File: config.mk
export PLATFORM = sky130hd
export DESIGN_NAME = serial_rx_frame_status
export DESIGN_NICKNAME = d
export VERILOG_FILES = /design/src/inc/rx_status_pkg.sv /design/src/inc/frame_if.sv /design/src/design/frame_check.sv /design/src/design/link_front.sv /design/src/design/serial_rx_frame_status.sv
export VERILOG_INCLUDE_DIRS = /design/src /design/src/inc
export SDC_FILE = /design/constraint.sdc
export NUM_CORES = 1
export LEC_CHECK = 0
export BUFFER_PORTS_ARGS = -buffer_cell sky130_fd_sc_hd__buf_2
export CAP_MARGIN = 20
export CORE_UTILIZATION = 39
export DETAILED_ROUTE_END_ITERATION = 16
export GPL_TIMING_DRIVEN = 0
export PLACE_DENSITY_LB_ADDON = 0.15
export SETUP_SLACK_MARGIN = 0.1
export SLEW_MARGIN = 40
export SYNTH_ARGS = -nofsm -noshare
export SYNTH_HDL_FRONTEND = slang
export SYNTH_HIERARCHICAL = 1
export SYNTH_SLANG_ARGS = --single-unit
export TNS_END_PERCENT = 50
File: constraint.sdc
create_clock -name mclk_in -period 1.6 [get_ports mclk_in]
set_input_delay 0.32 -clock mclk_in [delete_from_list [all_inputs] [get_ports mclk_in]]
set_output_delay 0.32 -clock mclk_in [all_outputs]
set_load 0.005 [all_outputs]
File: src/inc/rx_status_regs.svh
`ifndef RX_STATUS_REGS_SVH
`define RX_STATUS_REGS_SVH

// register byte offsets
`define OFS_CTRL       8'h00
`define OFS_STATUS     8'h04
`define OFS_IRQ_STAT   8'h08
`define OFS_IRQ_EN     8'h0c
`define OFS_IRQ_CLR    8'h10

// control register fields
`define CTRL_FLAG_MODE_SELECT_BIT  0
`define CTRL_LOOPBACK_BIT 1
`define CTRL_EQ_BIT       2
`define CTRL_WIDE_BIT     3
`define CTRL_W            4
`define CTRL_RESET        4'h0

// status register fields
`define STAT_LINK_BIT     0
`define STAT_FILL_BIT     1
`define STAT_FREQ_BIT     2
`define STAT_EQ_BIT       3
`define STAT_W            4

// interrupt status, enable and clear share this layout
`define IRQ_INVALID_BIT   0
`define IRQ_ALT_BIT       1
`define IRQ_LINK_UP_BIT   2
`define IRQ_LINK_DOWN_BIT 3
`define IRQ_W             4
`define IRQ_RESET         4'h0

// word widths
`define DATA_W            20
`define NARROW_W          16

`endif

File: src/inc/rx_status_pkg.sv
package rx_status_pkg;

  typedef enum logic [2:0] {
    KIND_DATA   = 3'h0,
    KIND_CTRL   = 3'h1,
    KIND_FILL0  = 3'h2,
    KIND_FILL1A = 3'h3,
    KIND_FILL1B = 3'h4
  } frame_kind_e;

  function automatic logic kind_is_fill_one(input logic [2:0] kind);
    return (kind == KIND_FILL1A) || (kind == KIND_FILL1B);
  endfunction

  function automatic logic kind_is_valid(input logic [2:0] kind);
    return (kind == KIND_DATA) || (kind == KIND_CTRL) || (kind == KIND_FILL0) ||
           kind_is_fill_one(kind);
  endfunction

endpackage

File: src/inc/frame_if.sv
`timescale 1ns/1ps
`default_nettype none
interface frame_if;
  logic       stb;
  logic [2:0] kind;
  logic       flag;
  logic       flag_mode;
  logic       err_invalid;
  logic       err_alt;
  logic       is_data;
  logic       is_ctrl;
  logic       is_fill;
  logic       fill_one;

  modport chk (input stb, kind, flag, flag_mode,
               output err_invalid, err_alt, is_data, is_ctrl, is_fill, fill_one);
  modport top (output stb, kind, flag, flag_mode,
               input err_invalid, err_alt, is_data, is_ctrl, is_fill, fill_one);
endinterface
`default_nettype wire

File: src/design/frame_check.sv
`timescale 1ns/1ps
`default_nettype none
module frame_check
  import rx_status_pkg::*;
(
  input  wire logic mclk_in,
  input  wire logic rstn_in,
  frame_if.chk      fr
);

  logic last_flag_q;
  logic seen_q;

  // only data frames advance the history; control and fill frames leave it alone
  always_ff @(posedge mclk_in) begin
    if (!rstn_in) begin
      last_flag_q <= 1'b0;
      seen_q      <= 1'b0;
    end else if (fr.stb && fr.kind == KIND_DATA) begin // see [RULE16]
      last_flag_q <= fr.flag;
      seen_q      <= !fr.flag_mode;
    end else if (fr.flag_mode) begin
      // restart the check fresh when alternation mode is entered again
      seen_q      <= 1'b0;
    end
  end

  always_comb begin
    fr.err_invalid = fr.stb && !kind_is_valid(fr.kind); // see [RULE1]
    fr.is_data     = fr.stb && fr.kind == KIND_DATA;
    fr.is_ctrl     = fr.stb && fr.kind == KIND_CTRL;
    fr.is_fill     = fr.stb && kind_is_valid(fr.kind) && fr.kind != KIND_DATA
                     && fr.kind != KIND_CTRL;
    fr.fill_one    = kind_is_fill_one(fr.kind);
    fr.err_alt     = fr.is_data && !fr.flag_mode && seen_q
                     && (fr.flag == last_flag_q); // see [RULE2]
  end

  AST_ALT_BREAK: assert property (@(posedge mclk_in) disable iff (!rstn_in) // see [RULE2]
    (fr.stb && fr.kind == KIND_DATA && !fr.flag_mode && seen_q && fr.flag == last_flag_q)
    |-> fr.err_alt)
    else $error("repeated flag on consecutive data frames not flagged");

  AST_HIST_HOLD: assert property (@(posedge mclk_in) disable iff (!rstn_in) // see [RULE16]
    (fr.stb && fr.kind != KIND_DATA) |=> (last_flag_q == $past(last_flag_q)))
    else $error("non-data frame moved the flag history");

endmodule
`default_nettype wire

File: src/design/link_front.sv
`timescale 1ns/1ps
`default_nettype none
module link_front (
  input  wire logic mclk_in,
  input  wire logic rstn_in,
  input  wire logic din_in,
  input  wire logic lin_in,
  input  wire logic loopback_enable,
  input  wire logic equalizer_enable,
  input  wire logic freq_detect_disable_in,
  output logic      serial_data_out,
  output logic      equalizer_on_out,
  output logic      freq_detector_on_out,
  output logic      phase_detector_on_out
);

  always_ff @(posedge mclk_in) begin
    if (!rstn_in) begin
      serial_data_out <= 1'b0;
    end else begin
      serial_data_out <= loopback_enable ? lin_in : din_in; // see [RULE9]
    end
  end

  // the loopback pair has no equalizer stage, so the enable is masked there
  always_ff @(posedge mclk_in) begin
    if (!rstn_in) begin
      equalizer_on_out <= 1'b0;
    end else begin
      equalizer_on_out <= equalizer_enable && !loopback_enable; // see [RULE8] [RULE10]
    end
  end

  // the frequency detector is only for wide lock onto fill frames at startup
  always_ff @(posedge mclk_in) begin
    if (!rstn_in) begin
      freq_detector_on_out  <= 1'b1;
      phase_detector_on_out <= 1'b0;
    end else begin
      freq_detector_on_out  <= !freq_detect_disable_in; // see [RULE6]
      phase_detector_on_out <= freq_detect_disable_in;
    end
  end

  AST_LOOP_SEL: assert property (@(posedge mclk_in) disable iff (!rstn_in) // see [RULE9]
    loopback_enable |=> serial_data_out == $past(lin_in))
    else $error("loopback input not selected");

  AST_EQ_MASK: assert property (@(posedge mclk_in) disable iff (!rstn_in) // see [RULE10]
    loopback_enable |=> !equalizer_on_out)
    else $error("equalizer active on loopback path");

  AST_EQ_ON: assert property (@(posedge mclk_in) disable iff (!rstn_in) // see [RULE8]
    (equalizer_enable && !loopback_enable) |=> equalizer_on_out)
    else $error("equalizer not switched on for normal input");

  AST_FREQ_DETECT_DISABLE: assert property (@(posedge mclk_in) disable iff (!rstn_in) // see [RULE6]
    freq_detect_disable_in |=> (phase_detector_on_out && !freq_detector_on_out))
    else $error("frequency detector not replaced by phase detector");

endmodule
`default_nettype wire

File: src/design/serial_rx_frame_status.sv
// Contract
// [RULE1] error output rises for any frame matching no data, control or fill code.
// [RULE2] with flag mode off, a repeated flag on data frames raises error.
// [RULE3] no data, control or error means fill; fill_kind tells zero from one.
// [RULE4] flag mode on at both ends: flag output is one more data bit.
// [RULE5] flag mode off at both ends: flag output marks even versus odd frames.
// [RULE6] frequency detector disable swaps the frequency detector for a phase detector.
// [RULE7] startup logic must disable the frequency detector before data is sent.
// [RULE8] equalizer enable switches on equalization on the normal serial input.
// [RULE9] loopback enable takes serial data from the loopback pair.
// [RULE10] loopback path has no equalizer; equalizer enable is ignored there.
// [RULE11] link_ready_n is a retimed, inverted copy of the active input.
// [RULE12] link ready low means startup done and indications are valid.
// [RULE13] word width high gives 20-bit words; else 16-bit, upper four undefined.
// [RULE14] all frame outputs settle before the rising recovered frame strobe.
// [RULE15] data_avail_n low marks a data frame; qualify it with link ready.
// [RULE16] control and fill frames leave the flag history alone.
`timescale 1ns/1ps
`default_nettype none
`include "rx_status_regs.svh"
module serial_rx_frame_status
  import rx_status_pkg::*;
(
  input  wire logic        mclk_in,
  input  wire logic        rstn_in,
  input  wire logic        psel_in,
  input  wire logic        penable_in,
  input  wire logic        pwrite_in,
  input  wire logic [7:0]  paddr_in,
  input  wire logic [31:0] pwdata_in,
  output logic      [31:0] prdata_out,
  output logic             pready_out,
  output logic             pslverr_out,
  input  wire logic        frame_stb_in,
  input  wire logic [2:0]  frame_kind_in,
  input  wire logic [19:0] frame_data_in,
  input  wire logic        frame_flag_in,
  input  wire logic        active_in,
  input  wire logic        freq_detect_disable_in,
  input  wire logic        din_in,
  input  wire logic        lin_in,
  output logic      [19:0] data_out,
  output logic             flag_out,
  output logic             data_avail_n_out,
  output logic             control_avail_out,
  output logic             fill_kind_out,
  output logic             error_out,
  output logic             link_ready_n_out,
  output logic             recovered_frame_strobe_out,
  output logic             serial_data_out,
  output logic             equalizer_on_out,
  output logic             freq_detector_on_out,
  output logic             phase_detector_on_out,
  output logic             irq_out
);

  logic [`CTRL_W-1:0] ctrl_q;
  logic [`IRQ_W-1:0]  irq_stat_q;
  logic [`IRQ_W-1:0]  irq_en_q;
  logic [`IRQ_W-1:0]  irq_set;
  logic [`IRQ_W-1:0]  irq_clr;
  logic               strobe_d1_q;
  logic               flag_mode_select;
  logic               loopback_enable;
  logic               equalizer_enable;
  logic               word_width_select;
  logic               setup_phase;
  logic               access_ok;
  logic               wr_access;
  logic [31:0]        rdata_d;
  logic               addr_hit;

  frame_if fr ();

  assign flag_mode_select  = ctrl_q[`CTRL_FLAG_MODE_SELECT_BIT];
  assign loopback_enable   = ctrl_q[`CTRL_LOOPBACK_BIT];
  assign equalizer_enable  = ctrl_q[`CTRL_EQ_BIT];
  assign word_width_select = ctrl_q[`CTRL_WIDE_BIT];

  assign fr.stb       = frame_stb_in;
  assign fr.kind      = frame_kind_in;
  assign fr.flag      = frame_flag_in;
  assign fr.flag_mode = flag_mode_select;

  frame_check u_check (
    .mclk_in (mclk_in),
    .rstn_in (rstn_in),
    .fr      (fr.chk)
  );

  link_front u_front (
    .mclk_in                (mclk_in),
    .rstn_in                (rstn_in),
    .din_in                 (din_in),
    .lin_in                 (lin_in),
    .loopback_enable        (loopback_enable),
    .equalizer_enable       (equalizer_enable),
    .freq_detect_disable_in (freq_detect_disable_in), // see [RULE7]
    .serial_data_out        (serial_data_out),
    .equalizer_on_out       (equalizer_on_out),
    .freq_detector_on_out   (freq_detector_on_out),
    .phase_detector_on_out  (phase_detector_on_out)
  );

  // ---------------- apb slave, zero wait state ----------------
  assign setup_phase = psel_in && !penable_in;
  assign access_ok   = psel_in && penable_in && pready_out;
  assign wr_access   = access_ok && pwrite_in && !pslverr_out;

  always_comb begin
    rdata_d  = 32'h0000_0000;
    addr_hit = 1'b1;
    unique case (paddr_in)
      `OFS_CTRL:     rdata_d[`CTRL_W-1:0] = ctrl_q;
      `OFS_STATUS: begin
        rdata_d[`STAT_LINK_BIT] = !link_ready_n_out;
        rdata_d[`STAT_FILL_BIT] = fill_kind_out;
        rdata_d[`STAT_FREQ_BIT] = freq_detector_on_out;
        rdata_d[`STAT_EQ_BIT]   = equalizer_on_out;
      end
      `OFS_IRQ_STAT: rdata_d[`IRQ_W-1:0] = irq_stat_q;
      `OFS_IRQ_EN:   rdata_d[`IRQ_W-1:0] = irq_en_q;
      `OFS_IRQ_CLR:  rdata_d = 32'h0000_0000;
      default:       addr_hit = 1'b0;
    endcase
  end

  // answer is prepared in the setup cycle so that every bus output is a flop
  always_ff @(posedge mclk_in) begin
    if (!rstn_in) begin
      pready_out  <= 1'b0;
      prdata_out  <= 32'h0000_0000;
      pslverr_out <= 1'b0;
    end else begin
      pready_out  <= setup_phase;
      prdata_out  <= (setup_phase && !pwrite_in) ? rdata_d : 32'h0000_0000;
      pslverr_out <= setup_phase && !addr_hit;
    end
  end

  always_ff @(posedge mclk_in) begin
    if (!rstn_in) begin
      ctrl_q <= `CTRL_RESET;
    end else if (wr_access && paddr_in == `OFS_CTRL) begin
      ctrl_q <= pwdata_in[`CTRL_W-1:0];
    end
  end

  always_ff @(posedge mclk_in) begin
    if (!rstn_in) begin
      irq_en_q <= `IRQ_RESET;
    end else if (wr_access && paddr_in == `OFS_IRQ_EN) begin
      irq_en_q <= pwdata_in[`IRQ_W-1:0];
    end
  end

  // ---------------- interrupts ----------------
  always_comb begin
    irq_set                     = '0;
    irq_set[`IRQ_INVALID_BIT]   = fr.err_invalid;
    irq_set[`IRQ_ALT_BIT]       = fr.err_alt;
    irq_set[`IRQ_LINK_UP_BIT]   = frame_stb_in && active_in && link_ready_n_out;
    irq_set[`IRQ_LINK_DOWN_BIT] = frame_stb_in && !active_in && !link_ready_n_out;
    irq_clr = (wr_access && paddr_in == `OFS_IRQ_CLR) ? pwdata_in[`IRQ_W-1:0] : '0;
  end

  // a new event in the clearing cycle survives: set wins over clear
  always_ff @(posedge mclk_in) begin
    if (!rstn_in) begin
      irq_stat_q <= `IRQ_RESET;
    end else begin
      irq_stat_q <= (irq_stat_q & ~irq_clr) | irq_set;
    end
  end

  always_ff @(posedge mclk_in) begin
    if (!rstn_in) begin
      irq_out <= 1'b0;
    end else begin
      irq_out <= |(((irq_stat_q & ~irq_clr) | irq_set) & irq_en_q);
    end
  end

  // ---------------- frame outputs ----------------
  // outputs change one cycle after the frame strobe, the recovered strobe rises
  // a cycle later, so capture on its rising edge always sees settled values
  always_ff @(posedge mclk_in) begin
    if (!rstn_in) begin
      strobe_d1_q                <= 1'b0;
      recovered_frame_strobe_out <= 1'b0;
    end else begin
      strobe_d1_q                <= frame_stb_in;
      recovered_frame_strobe_out <= strobe_d1_q; // see [RULE14]
    end
  end

  always_ff @(posedge mclk_in) begin
    if (!rstn_in) begin
      data_avail_n_out  <= 1'b1;
      control_avail_out <= 1'b0;
      error_out         <= 1'b0;
    end else if (frame_stb_in) begin
      // startup can produce false data indications; users gate with link ready
      data_avail_n_out  <= !fr.is_data; // see [RULE15] [RULE12]
      control_avail_out <= fr.is_ctrl;
      error_out         <= fr.err_invalid || fr.err_alt; // see [RULE1] [RULE2]
    end
  end

  always_ff @(posedge mclk_in) begin
    if (!rstn_in) begin
      fill_kind_out <= 1'b0;
    end else if (fr.is_fill) begin
      fill_kind_out <= fr.fill_one; // see [RULE3]
    end
  end

  // in flag mode the flag is a plain extra data bit; otherwise it is the
  // even/odd marker of the data frame; control frames carry no flag
  always_ff @(posedge mclk_in) begin
    if (!rstn_in) begin
      flag_out <= 1'b0;
    end else if (fr.is_data) begin
      flag_out <= frame_flag_in; // see [RULE4] [RULE5]
    end
  end

  always_ff @(posedge mclk_in) begin
    if (!rstn_in) begin
      data_out <= '0;
    end else if (fr.is_data || fr.is_ctrl) begin
      data_out[`NARROW_W-1:0] <= frame_data_in[`NARROW_W-1:0];
      // upper bits are undefined in narrow mode; driven low to keep them quiet
      data_out[`DATA_W-1:`NARROW_W] <= word_width_select ?
        frame_data_in[`DATA_W-1:`NARROW_W] : '0; // see [RULE13]
    end
  end

  always_ff @(posedge mclk_in) begin
    if (!rstn_in) begin
      link_ready_n_out <= 1'b1;
    end else if (frame_stb_in) begin
      link_ready_n_out <= !active_in; // see [RULE11] [RULE12]
    end
  end

  // ---------------- checks ----------------
  AST_INVALID_ERR: assert property (@(posedge mclk_in) disable iff (!rstn_in) // see [RULE1]
    (frame_stb_in && !kind_is_valid(frame_kind_in)) |=> (error_out && data_avail_n_out))
    else $error("invalid frame did not raise error");

  AST_ALT_ERR_OUT: assert property (@(posedge mclk_in) disable iff (!rstn_in) // see [RULE2]
    fr.err_alt |=> error_out ##1 (recovered_frame_strobe_out && error_out))
    else $error("alternation break not visible at the strobe");

  AST_FILL_KIND: assert property (@(posedge mclk_in) disable iff (!rstn_in) // see [RULE3]
    (frame_stb_in && kind_is_valid(frame_kind_in) && frame_kind_in != KIND_DATA
     && frame_kind_in != KIND_CTRL)
    |=> (data_avail_n_out && !control_avail_out && !error_out
         && fill_kind_out == kind_is_fill_one($past(frame_kind_in))))
    else $error("fill frame misreported");

  AST_FLAG_PASS: assert property (@(posedge mclk_in) disable iff (!rstn_in) // see [RULE4]
    (frame_stb_in && frame_kind_in == KIND_DATA && flag_mode_select)
    |=> (flag_out == $past(frame_flag_in) && !error_out))
    else $error("transparent flag bit not passed");

  AST_WIDTH16: assert property (@(posedge mclk_in) disable iff (!rstn_in) // see [RULE13]
    (frame_stb_in && frame_kind_in == KIND_DATA && !word_width_select)
    |=> (data_out[`DATA_W-1:`NARROW_W] == 4'h0
         && data_out[`NARROW_W-1:0] == $past(frame_data_in[`NARROW_W-1:0])))
    else $error("narrow mode data wrong");

  AST_DAV: assert property (@(posedge mclk_in) disable iff (!rstn_in) // see [RULE15]
    (frame_stb_in && frame_kind_in == KIND_DATA) |=> !data_avail_n_out ##1
    (recovered_frame_strobe_out && !data_avail_n_out))
    else $error("data frame not indicated at the strobe");

  AST_LINK_RDY: assert property (@(posedge mclk_in) disable iff (!rstn_in) // see [RULE11]
    frame_stb_in |=> (link_ready_n_out == !$past(active_in)))
    else $error("link ready not a retimed copy of active");

  AST_STROBE: assert property (@(posedge mclk_in) disable iff (!rstn_in) // see [RULE14]
    frame_stb_in |-> ##2 recovered_frame_strobe_out)
    else $error("recovered strobe missing two cycles after frame");

  AST_IRQ: assert property (@(posedge mclk_in) disable iff (!rstn_in)
    (fr.err_invalid && irq_en_q[`IRQ_INVALID_BIT]) |=> irq_out [*2])
    else $error("enabled error event did not raise interrupt");

endmodule
`default_nettype wire

* Word-level counts from Yosys, hierarchy flattened *
Index checks and enable logic that the tools add are counted.

cells by class
  equality and inequality tests = 10
  mux-type cells = 7
  bitwise logic cells = 4
  reductions and logical operators = 48

operators with widths
  operator                                             count
  logical AND 1 bit                                    24
  equality test 8 x 4 -> 1 bit, second input constant  2
  case mux 4 bit (4 select lines)                      1
  logical NOT 1 bit                                    11
  AND 4 bit                                            2
  equality test 8 x 3 -> 1 bit, second input constant  1
  equality test 8 x 5 -> 1 bit, second input constant  1
  logical NOT 8 bit                                    1
  2-to-1 mux 4 bit                                     2
  equality test 3 x 2 -> 1 bit, second input constant  2
  logical OR 1 bit                                     6
  OR reduction 5 bit                                   1
  2-to-1 mux 1 bit                                     4
  inverter 4 bit                                       1
  bitwise OR 4 bit                                     1
  OR reduction 4 bit                                   1
  equality test 3 x 1 -> 1 bit, second input constant  1
  equality test 3 bit, second input constant           1
  logical NOT 3 bit                                    1
  != test 3 x 1 -> 1 bit, second input constant        1
  nonzero test 3 bit                                   1
  AND reduction 2 bit                                  1
  nonzero test 2 bit                                   1
  equality test 1 bit                                  1

word-level totals
  register bits after elaboration = 80
  input bits = 74
  output and inout bits = 66

* Logic depth before layout (Yosys ltp) *
Gate-level depths: netlist (run 1).

  depth after elaboration = 11
  mapped depth = 6
  depth with buffers taken out = 5

* By module *
Netlist (run 1), hierarchy kept.

by module, submodules not included
  module                  times used  cells each  area each (sq um)  seq. area each (sq um)
  serial_rx_frame_status  1           238         2,085.8            940.9
  frame_check             1           17          166.4              40.0
  link_front              1           9           116.4              80.1

* Worst setup path after synthesis (run 1) *
Ideal clock, no wire load.

  path kind = input to register
  from = in paddr_in[7]
  to = reg ctrl_q[2]
  data arrival time = 1.483 ns
  required time = 1.481 ns
  path slack = -0.002 ns
  cell stages on the path = 6
  buffers on the path = 1
  cell sequence = nor4_4 > nand4_2 > or4_1 > clkbuf_2 > nand3_1 > o21ai_1

between the ends
  word-level cells in the longest chain between the ends = 2

RTL lines
  element                      RTL line                       RTL
  from (decl)                  serial_rx_frame_status.sv:29   input wire logic [7:0] paddr_in,
  logical NOT 8 bit            n/a
  logical AND 1 bit (no line)  n/a
  to (signal assigned)         serial_rx_frame_status.sv:143  ctrl_q <= `CTRL_RESET;
  to (signal assigned)         serial_rx_frame_status.sv:145  ctrl_q <= pwdata_in[`CTRL_W-1:0];
  to (decl)                    serial_rx_frame_status.sv:57   logic [`CTRL_W-1:0] ctrl_q;

Every way passes these cells.
A chain may end at the register's enable or synchronous reset.

* Worst setup path in the final report (run 1) *
  from = reg pslverr_out
  to = reg ctrl_q[3]

between the ends
  word-level cells in the longest chain between the ends = 3

RTL lines
  element                      RTL line                       RTL
  from (decl)                  serial_rx_frame_status.sv:33   output logic pslverr_out,
  from (signal assigned)       serial_rx_frame_status.sv:137  pslverr_out <= setup_phase && !addr_hit;
  logical NOT 1 bit            serial_rx_frame_status.sv:108  assign wr_access = access_ok && pwrite_in && !pslverr_out;
  logical AND 1 bit            serial_rx_frame_status.sv:108
  logical AND 1 bit (no line)  n/a

Every way passes these cells.

==> reports/qor.yml, run 1 <==
outcome:
  outcome: "complete, but fails checks"
  failed_checks: "setup timing"
critical_path:
  path_class: "reg -> reg"
  path_max_fanout: 8
  r2r_end: "ctrl_q[3]"
  r2r_slack_ns: -0.02
  worstSetupStartpointType: "flop"
  critPathCaptureType: "flop"
  arrival_ns: 1.81
  cp.required_ns: 1.79
  reg2reg_depth: 6
  reg2reg_from: "pslverr_out"
final_layout:
  syn_to_final_growth_pct: 31.6
  drive_gt1_share_pct: 35.8
  final_cell_area_mm2: 0.00312
  fin_util_pct: 53.0
  final_cell_mix: "buf_2 (81), nand2_1 (55), dfxtp_1 (53)"
  diodes: 0
  layout.nets: 456
  layout_commonest_cell: "buf_2"
  layout.cells.non_filler: 458
pwr:
  p_per_area_mw_per_mm2: 767
  p_int_mw: 1.82
  p_seq_share_pct: 57.2
  sw_frac_of_total_pct: 23.8
  peakVddDrop_uv: 504
  switching_power_mw: 0.568
  power_frac_clock_pct: 29.7
  comb_power_share_pct: 13.0
  power.total_mw: 2.39
  p_leak_nw: 1.44
synthesis:
  synth-seq-cells: 53
  synthArstFlopShare_pct: 0
  ys.flop_type: "dfxtp_1"
  syn_avg_cell_area_um2: 8.97
  ys_warn_count: 6
  synth_cell_types: 43
  ys_seq_area_share_pct: 44.8
  synth_area_mm2: 0.00237
  synthCells: 264
  synth-edff-count: 0
drt:
  drc_errors: 0
  wirelength_um: 5290
  viasPerCell: 4.55
  drtIter0Drc: 87
  vias: 2083
  wl_per_cell_um: 11.5
  firstDrtPassIters: 4
  ant_nets: 0
die:
  fp.coreArea_mm2: 0.00589
  die-area_mm2: 0.00639
  initial_core_util_pct: 40.2
  die_w_um: 79.9
  die_y_um: 79.9
  rows: 28
  num_io_pins: 140
sta:
  rsz0062_at_grt: "yes"
  slew_viol_final: 0
  slew_headroom_pct: 66.4
  whs_ns: 0.243
  worst_slack_ns: -0.0158
  timing.final.crit_share_pct: 101
  fmax_mhz: 619
  min_period_ns: 1.62
  skew_ns: 0.00643
  hold_viol: 0
  finalSetupViolCount: 2
  worstMarginPinSlew_ns: 0.501
placement:
  dp_cells: 447
  dpl_cell_area_mm2: 0.00297
  port_buffers: 81
  dp_hpwl_um: 3970
  routabilityCongestion: 0.786
clocking:
  clock-sinks: 53
  ctsLongestPathBuffers: 2
  path_clk_slew_ns: 0.09
  ctsHtreeMaxLevel: 2
  cts_buffers: 5
  hold_buffers: 0
  cts_tree: "built"
  clockRootBuffer: "clkbuf_8"
  clock_latency_ns: 0.30
grt:
  overflow: 0
  grt_pass1_wl_um: 8000
  grt_usage_pct: 16.3
  antenna_found_initial: 0
  grt_max_degree: 15
  grt_pass1_vias: 1700
hold_path:
  hold_path.class: "in -> reg"
  hold_depth: 2
  min_from: "freq_detect_disable_in"
  min_to: "u_front/phase_detector_on_out"
flow_run:
  maxCapViolCount: 0
## Yosys cell counts (all sizes together) (2+ instances only)
| master | n | area [µm²] |
|---|---|---|
| nor3 | 2 | 10.0 |
| nor2 | 5 | 18.8 |
| a21oi | 3 | 15.0 |
| and2 | 3 | 18.8 |
| mux2i | 5 | 50.1 |
| buf | 29 | 214 |
| o21ai | 15 | 75.1 |
| o211ai | 2 | 15.0 |
| o21a | 2 | 15.0 |
| dfxtp | 53 | 1060 |
| nor2b | 8 | 50.1 |
| o211a | 2 | 20.0 |
| nand3 | 14 | 70.1 |
| a31oi | 2 | 12.5 |
| inv | 4 | 15.0 |
| nand2 | 55 | 206 |
| mux4 | 3 | 67.6 |
| or2 | 2 | 12.5 |
| a21boi | 23 | 173 |
| clkbuf | 12 | 46.3 |
| nor4b | 3 | 41.3 |
## cell type report
type	count	area, µm²
clock buffers	8	80.1
well taps	75	93.8
fillers	605	2770
plain buffers	41	269
repair buffers	84	428
multi-input cells	193	1170
flip-flops and latches	53	1060
inverters	4	15.0
## per-layer routing
layer / wire (µm) / track usage (%)
met5: 0 / 0
met4: 90 / 6.43
met3: 315 / 4.23
met2: 2440 / 26.5
met1: 2450 / 20.6
## flip-flops by register name, summed over array words and instances (netlist names), 4 cells and up
signal,cells
data_out,20
ctrl_q,4
irq_en_q,4
irq_stat_q,4
prdata_out,4
## logic make-up after synthesis
kind of cell           count (synthesis)  synth area share, %
XOR/XNOR                               1                0.370
multiplexers                           9                 5.44
AO/OA/AOI/OAI                         52                 14.8
AND/OR/NAND/NOR                      103                 22.8
buffers and inverters                 45                 11.6
flip-flops                            53                 44.8
other                                  1                0.158
## power by group through the flow
| stage | Clock [mW] | Sequential [mW] | Combinational [mW] |
|---|---|---|---|
| after floorplan | 0 | 1.40 | 0.175 |
| after global placement | 0 | 1.40 | 0.301 |
| after detailed placement | 0 | 1.40 | 0.305 |
| after CTS | 0.738 | 1.37 | 0.309 |
| after global routing | 0.793 | 1.37 | 0.348 |
| final | 0.711 | 1.37 | 0.311 |
## repair_timing
action | 4_1_cts | 5_1_grt
pin swaps | 4 | 1
setup endpoints to repair | 29 | 29
resized for setup | 7 | 7
buffers inserted | 0 | 3
gates cloned | 0 | 0
## critical path: stages (launching register included)
cell     delay [ns]
dfxtp_1        0.31
and4b_1        0.29
nand4_4        0.15
or4_4          0.46
buf_6          0.15
nand3_1        0.08
o21ai_1        0.07
## through the flow
step / setup TNS [ns] / setup WS, ns
6_report: -0.0174 / -0.0158
5_1_grt: -0.203 / -0.0578
4_1_cts: -0.400 / -0.0395
3_5_place_dp: -9.15 / -0.413
3_3_place_gp: -8.09 / -0.362
2_1_floorplan: -0.00321 / -0.00160
## worst max-delay path by stage
stage,startpoint,end,slack (ns)
final,pslverr_out,ctrl_q[3],-0.02
after floorplan,paddr_in[7],ctrl_q[2],-0.002
after global routing,pslverr_out,ctrl_q[3],-0.06
after detailed placement,paddr_in[7],irq_en_q[3],-0.41
after CTS,frame_kind_in[2],data_out[19],-0.04
after global placement,paddr_in[7],irq_en_q[3],-0.36
Note: power is estimated with default switching activity, not from simulation.
==> inputs of run 2 (changes only) <==
--- a/config.mk
+++ b/config.mk
@@ -11,6 +11,7 @@
 export CORE_UTILIZATION = 39
 export DETAILED_ROUTE_END_ITERATION = 16
 export GPL_TIMING_DRIVEN = 0
+export MAX_ROUTING_LAYER = met4
 export PLACE_DENSITY_LB_ADDON = 0.15
 export SETUP_SLACK_MARGIN = 0.1
 export SLEW_MARGIN = 40
==> run 2 against run 1 <==
The flow still finishes with violations (setup timing). Non-clock buffer count unchanged. Register-to-register slack barely moved. First-iteration DRC count fell by 20%. Critical path type unchanged. Hold slack improved by 0.0012 ns. Cell area unchanged. Total power about the same. Largest cell class unchanged. Critical path depth is the same. Sequential share of layout area did not move. Clock power barely moved.
==> reports/qor.yml, run 2 (synthesis results as in run 1) <==
drt:
  viasPerCell: 4.53  # -0.29%
  drtIter0Drc: 70  # -20%
  ant_nets: 0  # unchanged
  vias: 2077  # -0.29%
  firstDrtPassIters: 4  # unchanged
  wirelength_um: 5270  # -0.26%
  drc_errors: 0  # unchanged
  wl_per_cell_um: 11.5  # -0.26%
die:
  die_w_um: 79.9  # unchanged
  die_y_um: 79.9  # unchanged
  die-area_mm2: 0.00639  # unchanged
  num_io_pins: 140  # unchanged
  fp.coreArea_mm2: 0.00589  # unchanged
  initial_core_util_pct: 40.2  # unchanged
  rows: 28  # unchanged
grt:
  grt_max_degree: 15  # unchanged
  grt_usage_pct: 16.8  # +0.45 points
  overflow: 0  # unchanged
  grt_pass1_wl_um: 7990  # about the same
  antenna_found_initial: 0  # unchanged
  grt_pass1_vias: 1700  # unchanged
critical_path:
  worstSetupStartpointType: "flop"
  critPathCaptureType: "flop"
  crit_chain: "and4b_1, nand4_4, or4_4, buf_6, nand3_1, o21ai_1"
  critPathMaxStageDelay_ns: 0.46  # about the same
  crit_buf_inv: 1  # unchanged
  reg2reg_depth: 6  # unchanged
  r2r_slack_ns: -0.02  # about the same
  critPathLaunch: "pslverr_out"
  slowest_stage: "or4_4"
  cp.required_ns: 1.79  # about the same
  arrival_ns: 1.81  # about the same
  crit_path_end: "ctrl_q[3]"
  r2r_end: "ctrl_q[3]"
  path_depth: 6  # unchanged
  path_class: "reg -> reg"
  cpLargestDelayFamily: "simple AND/OR/NAND/NOR gates"
  path_max_fanout: 8  # unchanged
  reg2reg_from: "pslverr_out"
pwr:
  p_leak_nw: 1.44  # unchanged
  p_per_area_mw_per_mm2: 766  # about the same
  peakVddDrop_uv: 505  # +0.31%
sta:
  finalSetupViolCount: 2  # unchanged
  slew_viol_final: 0  # unchanged
  worst_slack_ns: -0.0164  # -0.000529 ns
  worstMarginPinSlew_ns: 0.502  # +0.000134 ns
  rsz0062_at_grt: "yes"
  fmax_mhz: 619  # about the same
  min_period_ns: 1.62  # +0.000529 ns
  hold_viol: 0  # unchanged
  slew_headroom_pct: 66.4  # about the same
  skew_ns: 0.00644  # +0.00000128 ns
  timing.final.crit_share_pct: 101  # about the same
final_layout:
  largest_register_ff_count: 20  # unchanged
  layout.cells.non_filler: 458  # unchanged
  fin_util_pct: 53.0  # unchanged
  final_cell_mix: "buf_2 (81), nand2_1 (55), dfxtp_1 (53)"
  layout.nets: 456  # unchanged
  drive_gt1_share_pct: 35.8  # unchanged
  regMostFlops: "data_out"
  syn_to_final_growth_pct: 31.6  # unchanged
  layout_commonest_cell: "buf_2"
  diodes: 0  # unchanged
flow_run:
  maxCapViolCount: 0  # unchanged
clocking:
  ctsLongestPathBuffers: 2  # unchanged
  clock_latency_ns: 0.30  # about the same
  clockRootBuffer: "clkbuf_8"
  path_clk_slew_ns: 0.09  # about the same
  ctsHtreeMaxLevel: 2  # unchanged
  clock-sinks: 53  # unchanged
  cts_tree: "built"
  cts_buffers: 5  # unchanged
placement:
  dp_cells: 447  # unchanged
  dp_hpwl_um: 3970  # unchanged
  routabilityCongestion: 0.797  # +1.4%
  port_buffers: 81  # unchanged
hold_path:
  hold_path.class: "in -> reg"
outcome:
  failed_checks: "setup timing"
  outcome: "complete, but fails checks"
-- run 2: cell counts in the layout (fill, tap and decap cells not counted) --
Identical to the previous run, type by type.
-- run 2: worst reg2reg max path: cells and delay by family, from the launching register on --
kind / cells / cell delay [ns]
flip-flops: 1 / 0.31
AND/OR/NAND/NOR: 4 / 0.98
AO/OA/AOI/OAI: 1 / 0.07
buffers and inverters: 1 / 0.15
-- run 2: worst min path at each step --
stage / slack [ns] / cells past startpoint / start / endpoint
finish: 0.24 / 2 / freq_detect_disable_in / u_front/phase_detector_on_out
global route: 0.24 / 2 / freq_detect_disable_in / u_front/phase_detector_on_out
CTS: 0.24 / 2 / freq_detect_disable_in / u_front/phase_detector_on_out
detailed placement: 0.42 / 1 / strobe_d1_q / recovered_frame_strobe_out
global placement: 0.42 / 1 / strobe_d1_q / recovered_frame_strobe_out
floorplan: 0.41 / 1 / strobe_d1_q / recovered_frame_strobe_out
-- run 2: final cells by class --
type	count	area, µm²
Buffer	41	269
Timing Repair Buffer	84	428
Inverter	4	15.0
Sequential cell	53	1060
Fill cell	605	2770
Tap cell	75	93.8
Multi-Input combinational cell	193	1170
Clock buffer	8	80.1
-- run 2: per-stage QoR --
| stage | area, µm² | setup TNS, ns | setup WS [ns] | hold slack (ns) | power [mW] |
|---|---|---|---|---|---|
| 2_1_floorplan | 2470 | -0.00321 | -0.00160 | 0.412 | 1.58 |
| 5_1_grt | 3120 | -0.203 | -0.0578 | 0.243 | 2.51 |
| 3_5_place_dp | 2970 | -9.15 | -0.413 | 0.422 | 1.70 |
| 6_report | 3120 | -0.0180 | -0.0164 | 0.244 | 2.39 |
| 4_1_cts | 3090 | -0.400 | -0.0395 | 0.235 | 2.42 |
| 3_3_place_gp | 2970 | -8.09 | -0.362 | 0.421 | 1.70 |
-- run 2: power breakdown --
part,internal [mW],switching [mW]
clock,0.312,0.398
sequential,1.35,0.0163
combinational,0.159,0.153
total,1.82,0.567
-- run 2: routing by layer --
metal	share of wire (%)	track usage, %	wire, µm
met1	47	20.7	2480
met2	46	26.5	2410
met3	5.7	4.00	298
met4	1.7	6.43	88
met5	0	-	0
-- run 2: timing repair --
action / 4_1_cts / 5_1_grt
setup endpoints to repair: 29 / 29
cloned: 0 / 0
gates resized for setup: 7 / 7
pin swaps: 4 / 1
setup buffers: 0 / 3
hold buffers: 0 / 0
